==> config.mk <==
export PLATFORM = sky130hd
export DESIGN_NAME = das_ctrl
export DESIGN_NICKNAME = d
export VERILOG_FILES = /design/src/das_pkg.sv /design/src/das_ctrl.sv
export SDC_FILE = /design/constraint.sdc
export NUM_CORES = 1
export LEC_CHECK = 0
export BUFFER_PORTS_ARGS = -buffer_cell sky130_fd_sc_hd__buf_2
export CAP_MARGIN = 30
export CORE_ASPECT_RATIO = 1.2
export CORE_MARGIN = 8
export CORE_UTILIZATION = 35
export DETAILED_ROUTE_END_ITERATION = 12
export SLEW_MARGIN = 20
export SYNTH_ARGS = -nofsm -noshare
export SYNTH_HDL_FRONTEND = slang
export SYNTH_SLANG_ARGS = --single-unit
==> constraint.sdc <==
create_clock -name clk -period 6.82 [get_ports clk]
set_clock_uncertainty 0.05 [all_clocks]
set_input_delay 0.341 -clock clk [delete_from_list [all_inputs] [get_ports clk]]
set_output_delay 0.341 -clock clk [all_outputs]
set_load 0.02 [all_outputs]
==> src/das_pkg.sv <==
// Shared constants and types for the digitizer command block
package das_pkg;
  localparam int unsigned DAS_CLK_HZ = 10000000;
  localparam logic [19:0] DAS_MEM_DEPTH = 20'h40000;
  // Byte offsets on the register bus
  localparam logic [7:0] DAS_OFF_CMD = 8'h00;
  localparam logic [7:0] DAS_OFF_REPLY = 8'h04;
  localparam logic [7:0] DAS_OFF_STATUS = 8'h08;
  localparam logic [7:0] DAS_OFF_ERRCODE = 8'h0C;
  localparam logic [7:0] DAS_OFF_SETUP = 8'h10;
  localparam int unsigned DAS_NUM_SETUP = 6;
  // Command opcodes
  localparam logic [3:0] DAS_OP_QUERY = 4'h1;
  localparam logic [3:0] DAS_OP_RESET = 4'h2;
  localparam logic [3:0] DAS_OP_SELFTEST = 4'h3;
  localparam logic [3:0] DAS_OP_TRIG = 4'h4;
  localparam logic [3:0] DAS_OP_REARM = 4'h5;
  // Query selectors
  localparam logic [3:0] DAS_Q_ALL = 4'h0;
  localparam logic [3:0] DAS_Q_SELF = 4'h1;
  localparam logic [3:0] DAS_Q_ERR = 4'h2;
  localparam logic [3:0] DAS_Q_PROG = 4'h3;
  localparam logic [3:0] DAS_Q_TRIG = 4'h4;
  localparam logic [3:0] DAS_Q_FULL = 4'h5;
  localparam logic [3:0] DAS_Q_RTUPD = 4'h6;
  // Trigger suffixes
  localparam logic [3:0] DAS_T_NONE = 4'h0;
  localparam logic [3:0] DAS_T_ARM_ONLY = 4'h1;
  localparam logic [3:0] DAS_T_DELAYED = 4'h2;
  localparam logic [3:0] DAS_T_FAST = 4'h3;
  localparam logic [3:0] DAS_T_SOFT_FIRE = 4'h4;
  // Reply characters
  localparam logic [7:0] DAS_CH_S = 8'h53;
  localparam logic [7:0] DAS_CH_0 = 8'h30;
  localparam logic [7:0] DAS_CH_CR = 8'h0D;
  localparam logic [7:0] DAS_CH_LF = 8'h0A;
  localparam logic [2:0] DAS_LAST_ALL = 3'h7;
  localparam logic [2:0] DAS_LAST_ONE = 3'h3;
  // Setup word 2 field positions
  localparam int unsigned DAS_S2_SOFTMODE = 0;
  localparam int unsigned DAS_S2_ARMEDGE = 10;
  // Power-up setup words
  localparam logic [31:0] DAS_SETUP_RST [DAS_NUM_SETUP] = '{
    32'h0003FF9C, // collect count: depth minus 100, post-trigger
    32'h0064FF9C, // thresholds +100 / -100
    32'h3B0000F9, // soft mode, dc, 1M, single, BNC, int clk, edges neg, delim ';'
    32'h00989680, // sample clock 10 MHz
    32'h00000000, // delay 0
    32'h64000001  // range 100 V, update every 1 sample clock
  };
  // Self test sequence: error numbers and spans (full, power-up)
  localparam int unsigned DAS_NUM_TESTS = 13;
  localparam logic [7:0] DAS_TEST_CODE [DAS_NUM_TESTS] = '{
    8'h02, 8'h15, 8'h18, 8'h19, 8'h16, 8'h1A, 8'h1B, 8'h25, 8'h26, 8'h28, 8'h1D, 8'h24, 8'h22};
  localparam logic [19:0] DAS_SPAN_FULL [DAS_NUM_TESTS] = '{
    20'h08002, 20'h0, 20'h0, 20'h40000, 20'h40000, 20'h0, 20'h0,
    20'h0, 20'h0, 20'h0, 20'h0FEF6, 20'h0, 20'h0};
  localparam logic [19:0] DAS_SPAN_QUICK [DAS_NUM_TESTS] = '{
    20'h003E8, 20'h0, 20'h0, 20'h01004, 20'h003E8, 20'h0, 20'h0,
    20'h0, 20'h0, 20'h0, 20'h00104, 20'h0, 20'h0};

  typedef struct packed {
    logic [19:0] count;
    logic [1:0] spare;
    logic countGiven;
    logic extArm;
    logic [3:0] sub;
    logic [3:0] op;
  } das_cmd_s;

  typedef struct packed {
    logic selfFail;
    logic progErr;
    logic inProg;
    logic trig;
    logic memFull;
    logic rtUpd;
  } das_stat_s;

  typedef enum logic [8:0] {
    DAS_ST_IDLE = 9'h001,
    DAS_ST_CLEAR = 9'h002,
    DAS_ST_CONFIG = 9'h004,
    DAS_ST_DELAY = 9'h008,
    DAS_ST_EXTW = 9'h010,
    DAS_ST_ARM = 9'h020,
    DAS_ST_COLLECT = 9'h040,
    DAS_ST_FIRE = 9'h080,
    DAS_ST_TEST = 9'h100
  } das_state_e;
endpackage

==> src/das_ctrl.sv <==
// Command interpreter: status query, reset, self test and trigger arming
// Operation
// (RL1) Single query returns one digit per flag
// (RL2) Plain query returns five summary digits
// (RL3) Replies start with S, end CR LF
// (RL4) Reads repeat status until next command
// (RL5) Reset command restores power-up acquisition setup
// (RL6) Reset also restores clock, edges, delimiter
// (RL7) Self test runs all, then restores setup
// (RL8) Memory tests report errors 2 and 22
// (RL9) Address counter tests report 24 and 25
// (RL10) Comparator and extension tests report 26, 27
// (RL11) Status latch tests report 37, 38, 40
// (RL12) Record, complete, sample tests: 29, 36, 34
// (RL13) Power-up runs reduced quick self test
// (RL14) External arm used only when qualified
// (RL15) Suffix picks sequence; repeats until reset
// (RL16) Delay count defaults to memory depth
// (RL17) Arm only after command and external arm
// (RL18) Clear, configure, arm, then collect; the delayed arm skips the clear here as well
// (RL19) Arm-only never fires software trigger
// (RL20) Soft fire skips setup when armed
// (RL21) Delayed arm waits count, shows waiting
// (RL22) Fast arm skips memory clear
// (RL23) Invalid command sets error; valid clears (a valid query leaves it unchanged)
module das_ctrl (
  // Clock and reset
  input wire logic clk,
  input wire logic rstn,
  // AHB-Lite slave
  input wire logic hsel,
  input wire logic [31:0] haddr,
  input wire logic [1:0] htrans,
  input wire logic hwrite,
  input wire logic [2:0] hsize,
  input wire logic [31:0] hwdata,
  input wire logic hready,
  output logic hreadyout,
  output logic hresp,
  output logic [31:0] hrdata,
  // Acquisition status
  input wire logic extArmPin,
  input wire logic acqBusy,
  input wire logic trigSeen,
  input wire logic memFull,
  input wire logic rtUpdated,
  input wire logic sampleTick,
  // Arming handshakes
  input wire logic memClearDone,
  input wire logic cfgDone,
  output logic memClearReq,
  output logic cfgLoadReq,
  output logic trigArmed,
  output logic collectStart,
  output logic softFire,
  output logic waitInd,
  output logic extArmUse,
  // Self test engine
  input wire logic testDone,
  input wire logic testFail,
  output logic testReq,
  output logic testQuick,
  output logic [3:0] testIdx,
  output logic [19:0] testSpan,
  // Setup words to the acquisition hardware
  output logic [das_pkg::DAS_NUM_SETUP*32-1:0] setupWords
);
  import das_pkg::*;

  // Bus decode
  wire logic addrPhase = hsel & htrans[1] & hready;
  wire logic rdAccept = addrPhase & ~hwrite;
  wire logic wrAccept = addrPhase & hwrite;
  logic wrPend_ff;
  logic [7:0] wrAddr_ff;
  logic [31:0] rdData_ff;
  wire logic wrCmd = wrPend_ff & (wrAddr_ff == DAS_OFF_CMD);
  wire logic rdReply = rdAccept & (haddr[7:0] == DAS_OFF_REPLY);

  assign hreadyout = 1'b1;
  assign hresp = 1'b0;
  assign hrdata = rdData_ff;

  // External arm pin synchroniser
  logic extSync1_ff;
  logic extSync2_ff;
  always_ff @(posedge clk or negedge rstn) begin
    if (!rstn) begin
      extSync1_ff <= 1'b0;
      extSync2_ff <= 1'b0;
    end else begin
      extSync1_ff <= extArmPin;
      extSync2_ff <= extSync1_ff;
    end
  end

  // Setup registers
  logic [31:0] setup_ff [DAS_NUM_SETUP];
  logic restoreSetup;
  genvar gi;
  generate
    for (gi = 0; gi < DAS_NUM_SETUP; gi++) begin : g_setup
      localparam logic [7:0] OFF = 8'(DAS_OFF_SETUP + 4 * gi);
      wire logic hit = wrPend_ff & (wrAddr_ff == OFF);
      always_ff @(posedge clk or negedge rstn) begin
        if (!rstn) begin
          setup_ff[gi] <= DAS_SETUP_RST[gi];
        end else if (restoreSetup) begin
          setup_ff[gi] <= DAS_SETUP_RST[gi]; // RL5 RL6 RL7
        end else if (hit) begin
          setup_ff[gi] <= hwdata;
        end
      end
      assign setupWords[gi*32 +: 32] = setup_ff[gi];
    end
  endgenerate

  // Arm-in edge bit set means active high; clear means active low
  wire logic armEdgePos = setup_ff[2][DAS_S2_ARMEDGE];
  wire logic extActive = armEdgePos ? extSync2_ff : ~extSync2_ff;
  wire logic softMode = setup_ff[2][DAS_S2_SOFTMODE];

  // Command decode
  das_cmd_s cmd;
  assign cmd = das_cmd_s'(hwdata);
  das_state_e state_ff;
  das_state_e nxt_state;
  logic armed_ff;
  logic progErr_ff;
  logic selfFail_ff;
  logic [7:0] errCode_ff;
  logic [3:0] seqSub_ff;
  logic extUse_ff;
  logic [19:0] delayTarget_ff;
  logic [19:0] delayCnt_ff;
  logic [3:0] testIdx_ff;
  logic quick_ff;
  logic pwrTestPend_ff;
  logic doDelay_ff;
  logic doFire_ff;

  wire logic isIdle = (state_ff == DAS_ST_IDLE);
  wire logic opQuery = (cmd.op == DAS_OP_QUERY);
  wire logic opReset = (cmd.op == DAS_OP_RESET);
  wire logic opTest = (cmd.op == DAS_OP_SELFTEST);
  wire logic opTrig = (cmd.op == DAS_OP_TRIG);
  wire logic opRearm = (cmd.op == DAS_OP_REARM);
  wire logic subQueryOk = (cmd.sub <= DAS_Q_RTUPD);
  wire logic subTrigOk = (cmd.sub <= DAS_T_SOFT_FIRE);
  wire logic countOk = (cmd.count <= DAS_MEM_DEPTH); // RL16
  wire logic cmdValid = opQuery ? subQueryOk
                      : opReset ? 1'b1
                      : opTest ? isIdle
                      : opTrig ? (subTrigOk & countOk & isIdle)
                      : opRearm ? isIdle
                      : 1'b0;
  wire logic cmdGood = wrCmd & cmdValid;
  wire logic cmdBad = wrCmd & ~cmdValid;

  // Trigger command launches and stores its own sequence; rearm reuses it
  wire logic trigGo = cmdGood & (opTrig | opRearm);
  wire logic [3:0] goSub = opTrig ? cmd.sub : seqSub_ff; // RL15
  wire logic goExt = opTrig ? cmd.extArm : extUse_ff; // RL14
  wire logic [19:0] goCount = (opTrig & cmd.countGiven) ? cmd.count
                            : opTrig ? DAS_MEM_DEPTH : delayTarget_ff; // RL16
  wire logic fireOnly = (goSub == DAS_T_SOFT_FIRE) & armed_ff; // RL20
  wire logic goClear = (goSub == DAS_T_NONE) | (goSub == DAS_T_ARM_ONLY)
                     | (goSub == DAS_T_SOFT_FIRE); // RL18 RL22
  wire logic goDelay = (goSub == DAS_T_DELAYED); // RL21
  wire logic goFire = ((goSub == DAS_T_NONE) & softMode)
                    | (goSub == DAS_T_SOFT_FIRE); // RL19 RL20
  wire logic resetCmd = cmdGood & opReset;
  wire logic testGo = (cmdGood & opTest) | (pwrTestPend_ff & isIdle);
  wire logic lastTest = (testIdx_ff == 4'(DAS_NUM_TESTS - 1));
  wire logic delayDone = (delayCnt_ff >= delayTarget_ff);

  // Sequencer
  always_comb begin
    nxt_state = state_ff;
    case (state_ff)
      DAS_ST_IDLE: begin
        if (testGo) begin
          nxt_state = DAS_ST_TEST;
        end else if (trigGo & fireOnly) begin
          nxt_state = DAS_ST_FIRE; // RL20
        end else if (trigGo) begin
          nxt_state = goClear ? DAS_ST_CLEAR : DAS_ST_CONFIG; // RL18 RL22
        end
      end
      DAS_ST_CLEAR: nxt_state = memClearDone ? DAS_ST_CONFIG : state_ff;
      DAS_ST_CONFIG: nxt_state = !cfgDone ? state_ff : doDelay_ff ? DAS_ST_DELAY : DAS_ST_EXTW;
      DAS_ST_DELAY: nxt_state = delayDone ? DAS_ST_EXTW : state_ff; // RL21
      DAS_ST_EXTW: nxt_state = (!extUse_ff || extActive) ? DAS_ST_ARM : state_ff; // RL17
      DAS_ST_ARM: nxt_state = DAS_ST_COLLECT;
      DAS_ST_COLLECT: nxt_state = doFire_ff ? DAS_ST_FIRE : DAS_ST_IDLE;
      DAS_ST_FIRE: nxt_state = DAS_ST_IDLE;
      DAS_ST_TEST: nxt_state = (testDone && lastTest) ? DAS_ST_IDLE : state_ff;
      default: nxt_state = DAS_ST_IDLE;
    endcase
    if (resetCmd) begin
      nxt_state = DAS_ST_IDLE;
    end
  end

  assign restoreSetup = resetCmd | ((state_ff == DAS_ST_TEST) & testDone & lastTest);

  always_ff @(posedge clk or negedge rstn) begin
    if (!rstn) begin
      state_ff <= DAS_ST_IDLE;
    end else begin
      state_ff <= nxt_state;
    end
  end

  // Sequence plan held for the running and later arm commands
  always_ff @(posedge clk or negedge rstn) begin
    if (!rstn) begin
      seqSub_ff <= DAS_T_NONE;
      extUse_ff <= 1'b0;
      delayTarget_ff <= DAS_MEM_DEPTH;
      doDelay_ff <= 1'b0;
      doFire_ff <= 1'b0;
    end else if (resetCmd) begin
      seqSub_ff <= DAS_T_NONE; // RL15
      extUse_ff <= 1'b0;
      delayTarget_ff <= DAS_MEM_DEPTH;
    end else if (trigGo && isIdle) begin
      seqSub_ff <= goSub; // RL15
      extUse_ff <= goExt; // RL14
      delayTarget_ff <= goCount; // RL16
      doDelay_ff <= goDelay;
      doFire_ff <= goFire;
    end
  end

  // Armed state and delay counting
  always_ff @(posedge clk or negedge rstn) begin
    if (!rstn) begin
      armed_ff <= 1'b0;
    end else if (resetCmd || testGo || trigSeen) begin
      armed_ff <= 1'b0;
    end else if (state_ff == DAS_ST_ARM) begin
      armed_ff <= 1'b1; // RL17 RL18
    end
  end

  always_ff @(posedge clk or negedge rstn) begin
    if (!rstn) begin
      delayCnt_ff <= 20'h00000;
    end else if (state_ff != DAS_ST_DELAY) begin
      delayCnt_ff <= 20'h00000;
    end else if (sampleTick && !delayDone) begin
      delayCnt_ff <= delayCnt_ff + 20'h00001; // RL21
    end
  end

  // Programming error flag
  always_ff @(posedge clk or negedge rstn) begin
    if (!rstn) begin
      progErr_ff <= 1'b0;
    end else if (cmdBad) begin
      progErr_ff <= 1'b1; // RL23
    end else if (cmdGood && !opQuery) begin
      progErr_ff <= 1'b0; // RL23
    end
  end

  // Self test stepping and first failing error number
  always_ff @(posedge clk or negedge rstn) begin
    if (!rstn) begin
      pwrTestPend_ff <= 1'b1;
      quick_ff <= 1'b1;
      testIdx_ff <= 4'h0;
      selfFail_ff <= 1'b0;
      errCode_ff <= 8'h00;
    end else if (testGo && isIdle) begin
      pwrTestPend_ff <= 1'b0;
      quick_ff <= pwrTestPend_ff; // RL13
      testIdx_ff <= 4'h0;
      selfFail_ff <= 1'b0;
      errCode_ff <= 8'h00;
    end else if (state_ff == DAS_ST_TEST && testDone) begin
      testIdx_ff <= lastTest ? 4'h0 : testIdx_ff + 4'h1; // RL7
      if (testFail) begin
        selfFail_ff <= 1'b1;
        if (!selfFail_ff) begin
          errCode_ff <= DAS_TEST_CODE[testIdx_ff]; // RL8 RL9 RL10 RL11 RL12
        end
      end
    end
  end

  assign testReq = (state_ff == DAS_ST_TEST);
  assign testQuick = quick_ff;
  assign testIdx = testIdx_ff;
  assign testSpan = quick_ff ? DAS_SPAN_QUICK[testIdx_ff]
                             : DAS_SPAN_FULL[testIdx_ff]; // RL8 RL13

  assign memClearReq = (state_ff == DAS_ST_CLEAR); // RL18
  assign cfgLoadReq = (state_ff == DAS_ST_CONFIG);
  assign trigArmed = armed_ff;
  assign collectStart = (state_ff == DAS_ST_COLLECT); // RL18
  assign softFire = (state_ff == DAS_ST_FIRE); // RL19 RL20
  assign waitInd = (state_ff == DAS_ST_DELAY) | (state_ff == DAS_ST_EXTW); // RL21
  assign extArmUse = extUse_ff; // RL14

  // Live status
  das_stat_s stat;
  assign stat = '{selfFail: selfFail_ff, progErr: progErr_ff, inProg: acqBusy,
                  trig: trigSeen, memFull: memFull, rtUpd: rtUpdated};

  // Status reply stream
  logic replyOn_ff;
  logic [3:0] replySel_ff;
  logic [2:0] replyIdx_ff;
  wire logic replyAll = (replySel_ff == DAS_Q_ALL);
  wire logic [2:0] replyLast = replyAll ? DAS_LAST_ALL : DAS_LAST_ONE;
  wire logic [4:0] sumBits = {stat.selfFail, stat.progErr, stat.inProg, stat.trig, stat.memFull};
  logic oneBit;
  logic [7:0] replyChar;

  always_comb begin
    case (replySel_ff)
      DAS_Q_SELF: oneBit = stat.selfFail;
      DAS_Q_ERR: oneBit = stat.progErr;
      DAS_Q_PROG: oneBit = stat.inProg;
      DAS_Q_TRIG: oneBit = stat.trig;
      DAS_Q_FULL: oneBit = stat.memFull;
      DAS_Q_RTUPD: oneBit = stat.rtUpd;
      default: oneBit = 1'b0;
    endcase
  end

  always_comb begin
    if (replyIdx_ff == 3'h0) begin
      replyChar = DAS_CH_S; // RL3
    end else if (replyIdx_ff == replyLast) begin
      replyChar = DAS_CH_LF; // RL3
    end else if (replyIdx_ff == replyLast - 3'h1) begin
      replyChar = DAS_CH_CR; // RL3
    end else if (replyAll) begin
      replyChar = DAS_CH_0 | {7'h00, sumBits[3'h5 - replyIdx_ff]}; // RL2
    end else begin
      replyChar = DAS_CH_0 | {7'h00, oneBit}; // RL1
    end
  end

  always_ff @(posedge clk or negedge rstn) begin
    if (!rstn) begin
      replyOn_ff <= 1'b0;
      replySel_ff <= DAS_Q_ALL;
      replyIdx_ff <= 3'h0;
    end else if (cmdGood && opQuery) begin
      replyOn_ff <= 1'b1;
      replySel_ff <= cmd.sub;
      replyIdx_ff <= 3'h0;
    end else if (wrCmd) begin
      replyOn_ff <= 1'b0; // RL4
    end else if (rdReply && replyOn_ff) begin
      replyIdx_ff <= (replyIdx_ff == replyLast) ? 3'h0 : replyIdx_ff + 3'h1; // RL4
    end
  end

  // Read mux, registered in the address phase
  wire logic [7:0] rdOff = haddr[7:0];
  wire logic setupHit = (rdOff >= DAS_OFF_SETUP)
                      & (rdOff < 8'(DAS_OFF_SETUP + 4 * DAS_NUM_SETUP))
                      & (rdOff[1:0] == 2'h0);
  wire logic [2:0] setupSel = 3'((rdOff - DAS_OFF_SETUP) >> 2);
  wire logic [31:0] statusWord = {16'h0000, 7'h00, armed_ff, waitInd, ~isIdle, stat};
  logic [31:0] rdMux;

  always_comb begin
    rdMux = 32'h00000000;
    if (rdOff == DAS_OFF_REPLY) begin
      rdMux = replyOn_ff ? {24'h000000, replyChar} : 32'h00000000;
    end else if (rdOff == DAS_OFF_STATUS) begin
      rdMux = statusWord;
    end else if (rdOff == DAS_OFF_ERRCODE) begin
      rdMux = {24'h000000, errCode_ff};
    end else if (setupHit) begin
      rdMux = setup_ff[setupSel];
    end
  end

  always_ff @(posedge clk or negedge rstn) begin
    if (!rstn) begin
      wrPend_ff <= 1'b0;
      wrAddr_ff <= 8'h00;
      rdData_ff <= 32'h00000000;
    end else begin
      wrPend_ff <= wrAccept;
      wrAddr_ff <= haddr[7:0];
      if (rdAccept) begin
        rdData_ff <= rdMux;
      end
    end
  end
endmodule

# Word level (Yosys, flattened, before mapping)
# Memories as Yosys holds them, arrays and structs flattened.
# Index checks and enable logic that the tools add are counted.
# op_classes
addsub	6
magnitude_cmp	9
n_eq_ne	44
mux	86
n_bitwise	42
n_reduce_logical	42
# op_table
operator	n
32-bit 2-to-1 mux	18
20-bit 2-to-1 mux	11
32-bit binary-select mux with 3-bit select	1
9-bit 2-to-1 mux	9
9-bit one-hot mux with 8 select lines	1
8-bit 2-to-1 mux	8
8-bit by 5-bit == test with 1-bit output (second input constant)	4
2-bit nonzero test	15
1-bit AND	28
4-bit by 3-bit == test with 1-bit output (second input constant)	6
4-bit 2-to-1 mux	6
20-bit by 1-bit adder with 20-bit output (second input constant)	1
4-bit by 2-bit == test with 1-bit output (second input constant)	5
20-bit >= comparator	1
20-bit by 19-bit <= comparator with 1-bit output (second input constant)	1
1-bit 2-to-1 mux	20
3-bit 2-to-1 mux	6
8-bit by 4-bit == test with 1-bit output (second input constant)	2
8-bit by 6-bit == test with 1-bit output (second input constant)	2
4-bit by 1-bit == test with 1-bit output (second input constant)	3
6-bit 2-to-1 mux	2
2-bit AND reduction	5
9-bit by 1-bit == test with 1-bit output (second input constant)	1
9-bit by 2-bit == test with 1-bit output (second input constant)	1
other kinds (45)	72
# word_totals
ff_bits	316
romBits	768
out_inout_bits	259
n_memories	3
# mem_list
name	depth	word_bits	read_ports	rd_ports_with_merged_regs	write_ports	line	text
(name not given)	16	20	1	0	0	das_ctrl.sv:297	: DAS_SPAN_FULL[testIdx_ff];
(name not given)	16	20	1	0	0	das_ctrl.sv:296	assign testSpan = quick_ff ? DAS_SPAN_QUICK[testIdx_ff]
(name not given)	16	8	1	0	0	das_ctrl.sv:287	errCode_ff <= DAS_TEST_CODE[testIdx_ff];

# Longest topological paths before layout
# logic_depth
ltp_word	14
ltp_mapped	11
depth_no_buf	9

# Worst setup path after synthesis
# No wires, ideal clock.
# synth_timing
kind	reg-to-reg
start	register delayTarget_ff[18]
end	register delayCnt_ff[9]
setup_ns	0.132
arrival_ns	2.528
required_time_ns	6.638
path_slack_ns	4.110
stages_incl_launch_ff	11
path_buffers	1
period_less_slack_ns	2.710
path_cell_list	dfstp_2 -> inv_1 -> ha_1 -> a21oi_1 -> a21boi_0 -> a2111oi_0 -> o211ai_1 -> clkbuf_1 -> nor4_1 -> xnor2_1 -> nor2_1
# synth_via
elab_chain_cells	4
# synth_lines
item	line	text
from (decl)	das_ctrl.sv:134	logic [19:0] delayTarget_ff;
from (signal assigned)	das_ctrl.sv:230	delayTarget_ff <= goCount;
20-bit >= comparator	das_ctrl.sv:175	wire logic delayDone = (delayCnt_ff >= delayTarget_ff);
1-bit logical NOT	das_ctrl.sv:252	end else if (sampleTick && !delayDone) begin
1-bit logical AND	das_ctrl.sv:252	
2-bit nonzero test (no source line)	--	
to (signal assigned)	das_ctrl.sv:253	delayCnt_ff <= delayCnt_ff + 20'h00001;
to (decl)	das_ctrl.sv:135	logic [19:0] delayCnt_ff;
# No other way between the ends.
# A chain may end at the register's enable or synchronous reset.

# Worst setup path after layout
# layout_timing
start	register state_ff[1]
end	register delayTarget_ff[3]
# layout_via
elab_chain_cells	11
elab_cells_between_ends	15
cone_classes	eq/ne: 1; mux: 6; bitwise: 4; reduce/logical: 4
# layout_lines
item	line	text
from (decl)	das_ctrl.sv:126	das_state_e state_ff;
from (signal assigned)	das_ctrl.sv:211	state_ff <= nxt_state;
9-bit by 1-bit == test with 1-bit output *	das_ctrl.sv:142	wire logic isIdle = (state_ff == DAS_ST_IDLE);
1-bit 2-to-1 mux / 1-bit AND (equally long branches)	das_ctrl.sv:155, das_ctrl.sv:154	
1-bit 2-to-1 mux	das_ctrl.sv:154	: opTrig ? (subTrigOk & countOk & isIdle)
1-bit 2-to-1 mux	das_ctrl.sv:153	: opTest ? isIdle
1-bit 2-to-1 mux	das_ctrl.sv:152	: opReset ? 1'b1
1-bit 2-to-1 mux	das_ctrl.sv:151	wire logic cmdValid = opQuery ? subQueryOk
1-bit AND	das_ctrl.sv:157	wire logic cmdGood = wrCmd & cmdValid;
1-bit AND	das_ctrl.sv:161	wire logic trigGo = cmdGood & (opTrig | opRearm);
1-bit logical AND	das_ctrl.sv:227	end else if (trigGo && isIdle) begin
2-bit nonzero test (no source line)	--	
2-bit AND reduction (no source line)	--	
# Every way passes the cells marked *; elsewhere a longest branch is shown, timed or not.

==> impl.org <==
** Run status
- Run status :: completed

** CTS
- The H-tree generated during clock tree synthesis spans 2 levels.
- Number of clock sinks :: 314
- TritonCTS buffer count :: 37
- Clock-pin slew was measured on the worst setup and hold paths at 0.06 ns.
- For the worst-skew pair, the clock arrives at the later sink with an insertion delay of 0.55 ns.
- TritonCTS built the clock tree.
- Cell at the root of the clock tree :: sky130_fd_sc_hd__clkbuf_16
- Post_cts resized :: 0
- No sink is reached through more buffers than the 3 on the longest clock path.

** Timing
- Final min period :: 3.631 ns
- Setup violations remaining at the end of the flow were counted as 0.
- Derived from the worst setup path, the maximum achievable clock frequency is 275.4 MHz.
- Setup_tns :: 0 ns
- For the pin with the worst max-slew slack, the measured transition is 0.9910 ns.
- After layout, the worst path uses 53.24% of the clock period.
- Number of max-slew violations in the final report :: 0
- In the post-route analysis, the smallest setup slack over all paths is 3.189 ns.
- Rel. slew slack :: 33.70%
- The number of hold-slack violations in the final timing report came to 0.
- Setup repair after global routing left no endpoint under its margin.

** Routing
- The first routing iteration left 964 violations.
- Wire length after detailed routing :: 62310 um
- In this run the remaining antenna-violating nets after routing total 0.
- Routed wirelength normalized by instance count :: 24.48 um
- Post-route DRC violation count :: 0
- Routed vias :: 14133
- After detailed routing, the number of vias per cell comes to 5.553.
- Before antenna repair, the detailed router went through 5 iterations.

** Cells and area
- Nets :: 2064
- Cells with a size suffix above 1 make up 27.40% of the layout.
- From synthesis to final layout, the design area changed by 21.61%.

** Synthesis
- Count of flip-flops with a built-in enable after synthesis :: 0
- Summing every instance area after synthesis gives 15760 um^2.
- After synthesis, flip-flops and latches occupy 50.30% of the total area.
- Syn Inst Count :: 1703
- Distinct cell type count after synthesis :: 68
- Commonest register cell after synthesis :: sky130_fd_sc_hd__dfrtp_1
- Ys async rst share :: 100.0%
- Per-instance average area after synthesis :: 9.254 um^2
- After synthesis the netlist holds a flip-flop and latch count of 314.
- Yosys printed 0 warnings.

** Setup path
- Origin of the critical flop-to-flop path :: state_ff[1]$_DFFE_PN0P_
- Classification of the worst setup path :: register to register
- STA classifies the critical path startpoint as a register.
- Crit path capture type :: register
- The worst register-to-register path ends at delayTarget_ff[3]$_DFFE_PN0P_.
- In this run the worst setup path terminates at delayTarget_ff[3]$_DFFE_PN0P_.
- In this run the worst setup path begins at state_ff[1]$_DFFE_PN0P_.
- Worst reg-to-reg path cell count :: 7
- In this run the worst path has a maximum fanout of 19.
- Arrival time reported for the critical path endpoint :: 4.06 ns
- At the worst endpoint, the required time is 7.25 ns.
- For flop-to-flop paths, the worst setup slack is 3.19 ns.

** Power and ir drop
- IR analysis of the VDD net gives a maximum drop of 0.1520 mV.
- Power spread over the standard cell area amounts to 227.7 nW/um^2.
- Leakage Power :: 8.444 nW

** Floorplan
- Overall die area :: 52100 um^2
- IO Pins :: 343
- The initial utilization of the core area, before any placement, comes to 35.28%.
- Height of the die :: 248.5 um
- The floorplan has 85 rows.
- Core area :: 44670 um^2
- The die is 209.7 um wide.

** Placement
- At the placement stage, the worst setup path has a slack of 3.218 ns.
- During placement, the flow inserted port buffers numbering 308.
- Routability-driven placement finished with a final weighted congestion of 0.8725.
- DP Wirelength :: 41590 um

** Global route
- Pin count of the biggest net entering global routing :: 158
- The number of antenna violations at the first check in global routing was 1.
- Global-route wire length before repair :: 93370 um
- For this run the aggregate overflow at the end of global routing stands at 0.
- Overall global routing resource usage :: 23.43%
- The number of global-route vias before repair came to 14161.

** Min path
- In this run the most critical hold path is launched from hwdata[10].
- The tightest min-delay check is of the primary input to register type.

** Job
- Max-cap violations in this run came to 0.
state kept, by name, indices dropped and copies added (netlist names), 3 cells and up:
| signal | count |
|---|---|
| seqSub_ff | 4 |
| wrAddr_ff | 8 |
| replyIdx_ff | 3 |
| testIdx | 4 |
| state_ff | 9 |
| replySel_ff | 4 |
| setupWords | 192 |
| errCode_ff | 6 |
| delayCnt_ff | 20 |
| hrdata | 32 |
| delayTarget_ff | 20 |
timing repair:
action,4_1_cts,5_1_grt
endpoints found under the setup margin,0,0
hold buffers,8,0
endpoints found under the hold margin,80,0
setup buffers,0,0
worst max-delay path, stage by stage (launching register included):
cell and delay, ns:
sky130_fd_sc_hd__dfrtp_1 0.41, sky130_fd_sc_hd__nor4_1 0.78, sky130_fd_sc_hd__nand4b_1 0.31, sky130_fd_sc_hd__a22oi_1 0.39
sky130_fd_sc_hd__and3_1 0.30, sky130_fd_sc_hd__and3_1 0.34, sky130_fd_sc_hd__and3b_1 0.74, sky130_fd_sc_hd__a22o_1 0.24
layout by cell type, fill, tap and decap left out, drive strengths merged, types with 20 or more instances in the layout:
| master | count |
|---|---|
| a21oi | 176 |
| mux2 | 33 |
| dfstp | 56 |
| ha | 31 |
| a22o | 20 |
| a22oi | 35 |
| o21ai | 70 |
| nand2 | 464 |
| buf | 334 |
| nor3 | 20 |
| dfrtp | 258 |
| nor2 | 77 |
| nand3 | 72 |
| inv | 44 |
| clkbuf | 61 |
| mux4 | 33 |
layout make-up:
type	instances	area [um^2]
flip-flops and latches	314	7928
fillers	4314	25500
well taps	565	706.9
diodes	2	5.005
clock inverters	7	71.32
multi-input cells	1211	7134
repair buffers	343	1964
clock buffers	61	1199
inverters	42	157.7
through the flow:
stage                     hold slack, ns  util, %  power, W  instances  instance area, um^2
after global placement            0.2893    39.49  0.002310       2458                17640
final                            0.03138    42.91  0.004364       2545                19170
after global routing             0.02064    42.90  0.004503       2543                19160
after CTS                       0.002639    42.79  0.004402       2540                19110
after detailed placement          0.2904    39.77  0.002316       2464                17760
after floorplan                -0.004591        -  0.002150       1707                15780
worst min-delay path by stage:
stage                            endpoint  slack [ns]  cells past startpoint
2_1_floorplan  delayCnt_ff[0]$_DFFE_PN0P_      -0.005                      0
3_3_place_gp        extSync2_ff$_DFF_PN0_        0.29                      0
3_5_place_dp        extSync2_ff$_DFF_PN0_        0.29                      0
4_1_cts               wrPend_ff$_DFF_PN0_       0.003                      3
5_1_grt           selfFail_ff$_DFFE_PN0P_        0.02                      3
6_report       setupWords[42]$_DFFE_PN1P_        0.03                      3
Yosys cell counts, types with 13 or more instances:
cell type | n | share of area [%]
sky130_fd_sc_hd__nand2_1 | 464 | 11
sky130_fd_sc_hd__dfrtp_1 | 258 | 41
sky130_fd_sc_hd__a21oi_1 | 176 | 5.6
sky130_fd_sc_hd__clkbuf_1 | 91 | 2.2
sky130_fd_sc_hd__nor2_1 | 77 | 1.8
sky130_fd_sc_hd__nand3_1 | 71 | 2.3
sky130_fd_sc_hd__o21ai_0 | 68 | 2.2
sky130_fd_sc_hd__dfstp_2 | 56 | 9.3
sky130_fd_sc_hd__inv_1 | 42 | 1.0
sky130_fd_sc_hd__a22oi_1 | 35 | 1.7
sky130_fd_sc_hd__mux2_2 | 33 | 2.4
sky130_fd_sc_hd__mux4_2 | 33 | 4.7
sky130_fd_sc_hd__ha_1 | 31 | 2.5
sky130_fd_sc_hd__buf_2 | 21 | 0.67
sky130_fd_sc_hd__nor3_1 | 20 | 0.64
sky130_fd_sc_hd__a22o_1 | 19 | 1.1
sky130_fd_sc_hd__buf_4 | 18 | 0.86
sky130_fd_sc_hd__mux2i_1 | 14 | 0.89
sky130_fd_sc_hd__xnor2_1 | 14 | 0.78
sky130_fd_sc_hd__nor4_1 | 13 | 0.52
power by group:
part	total [W]	internal, W	switching, W
registers	0.00193	0.00190	0.0000277
logic	0.000358	0.000109	0.000250
clock network	0.00208	0.00124	0.000836
total	0.00436	0.00325	0.00111
cells by family after synthesis:
group	after synthesis	share of synthesized area, %
DFF	314	50.30
and+or+nand+nor	726	20.03
AOI/OAI and AO/OA	351	13.20
xor gates and xnor gates	17	0.9448
other	2	0.04765
buffers and inverters	182	5.049
adders and majority gates	31	2.461
muxes	80	7.963
per-layer routing:
metal	vias to the layer above	global-route usage, %	part of all wire, %	wire (um)
li1	6314	-	-	-
met4	0	6.954	2.7	1671
met1	7112	28.42	39	24360
met2	613	41.44	51	31720
met3	94	4.644	7.3	4554
met5	-	0	0	0
Power figures use the tool's default switching activity.
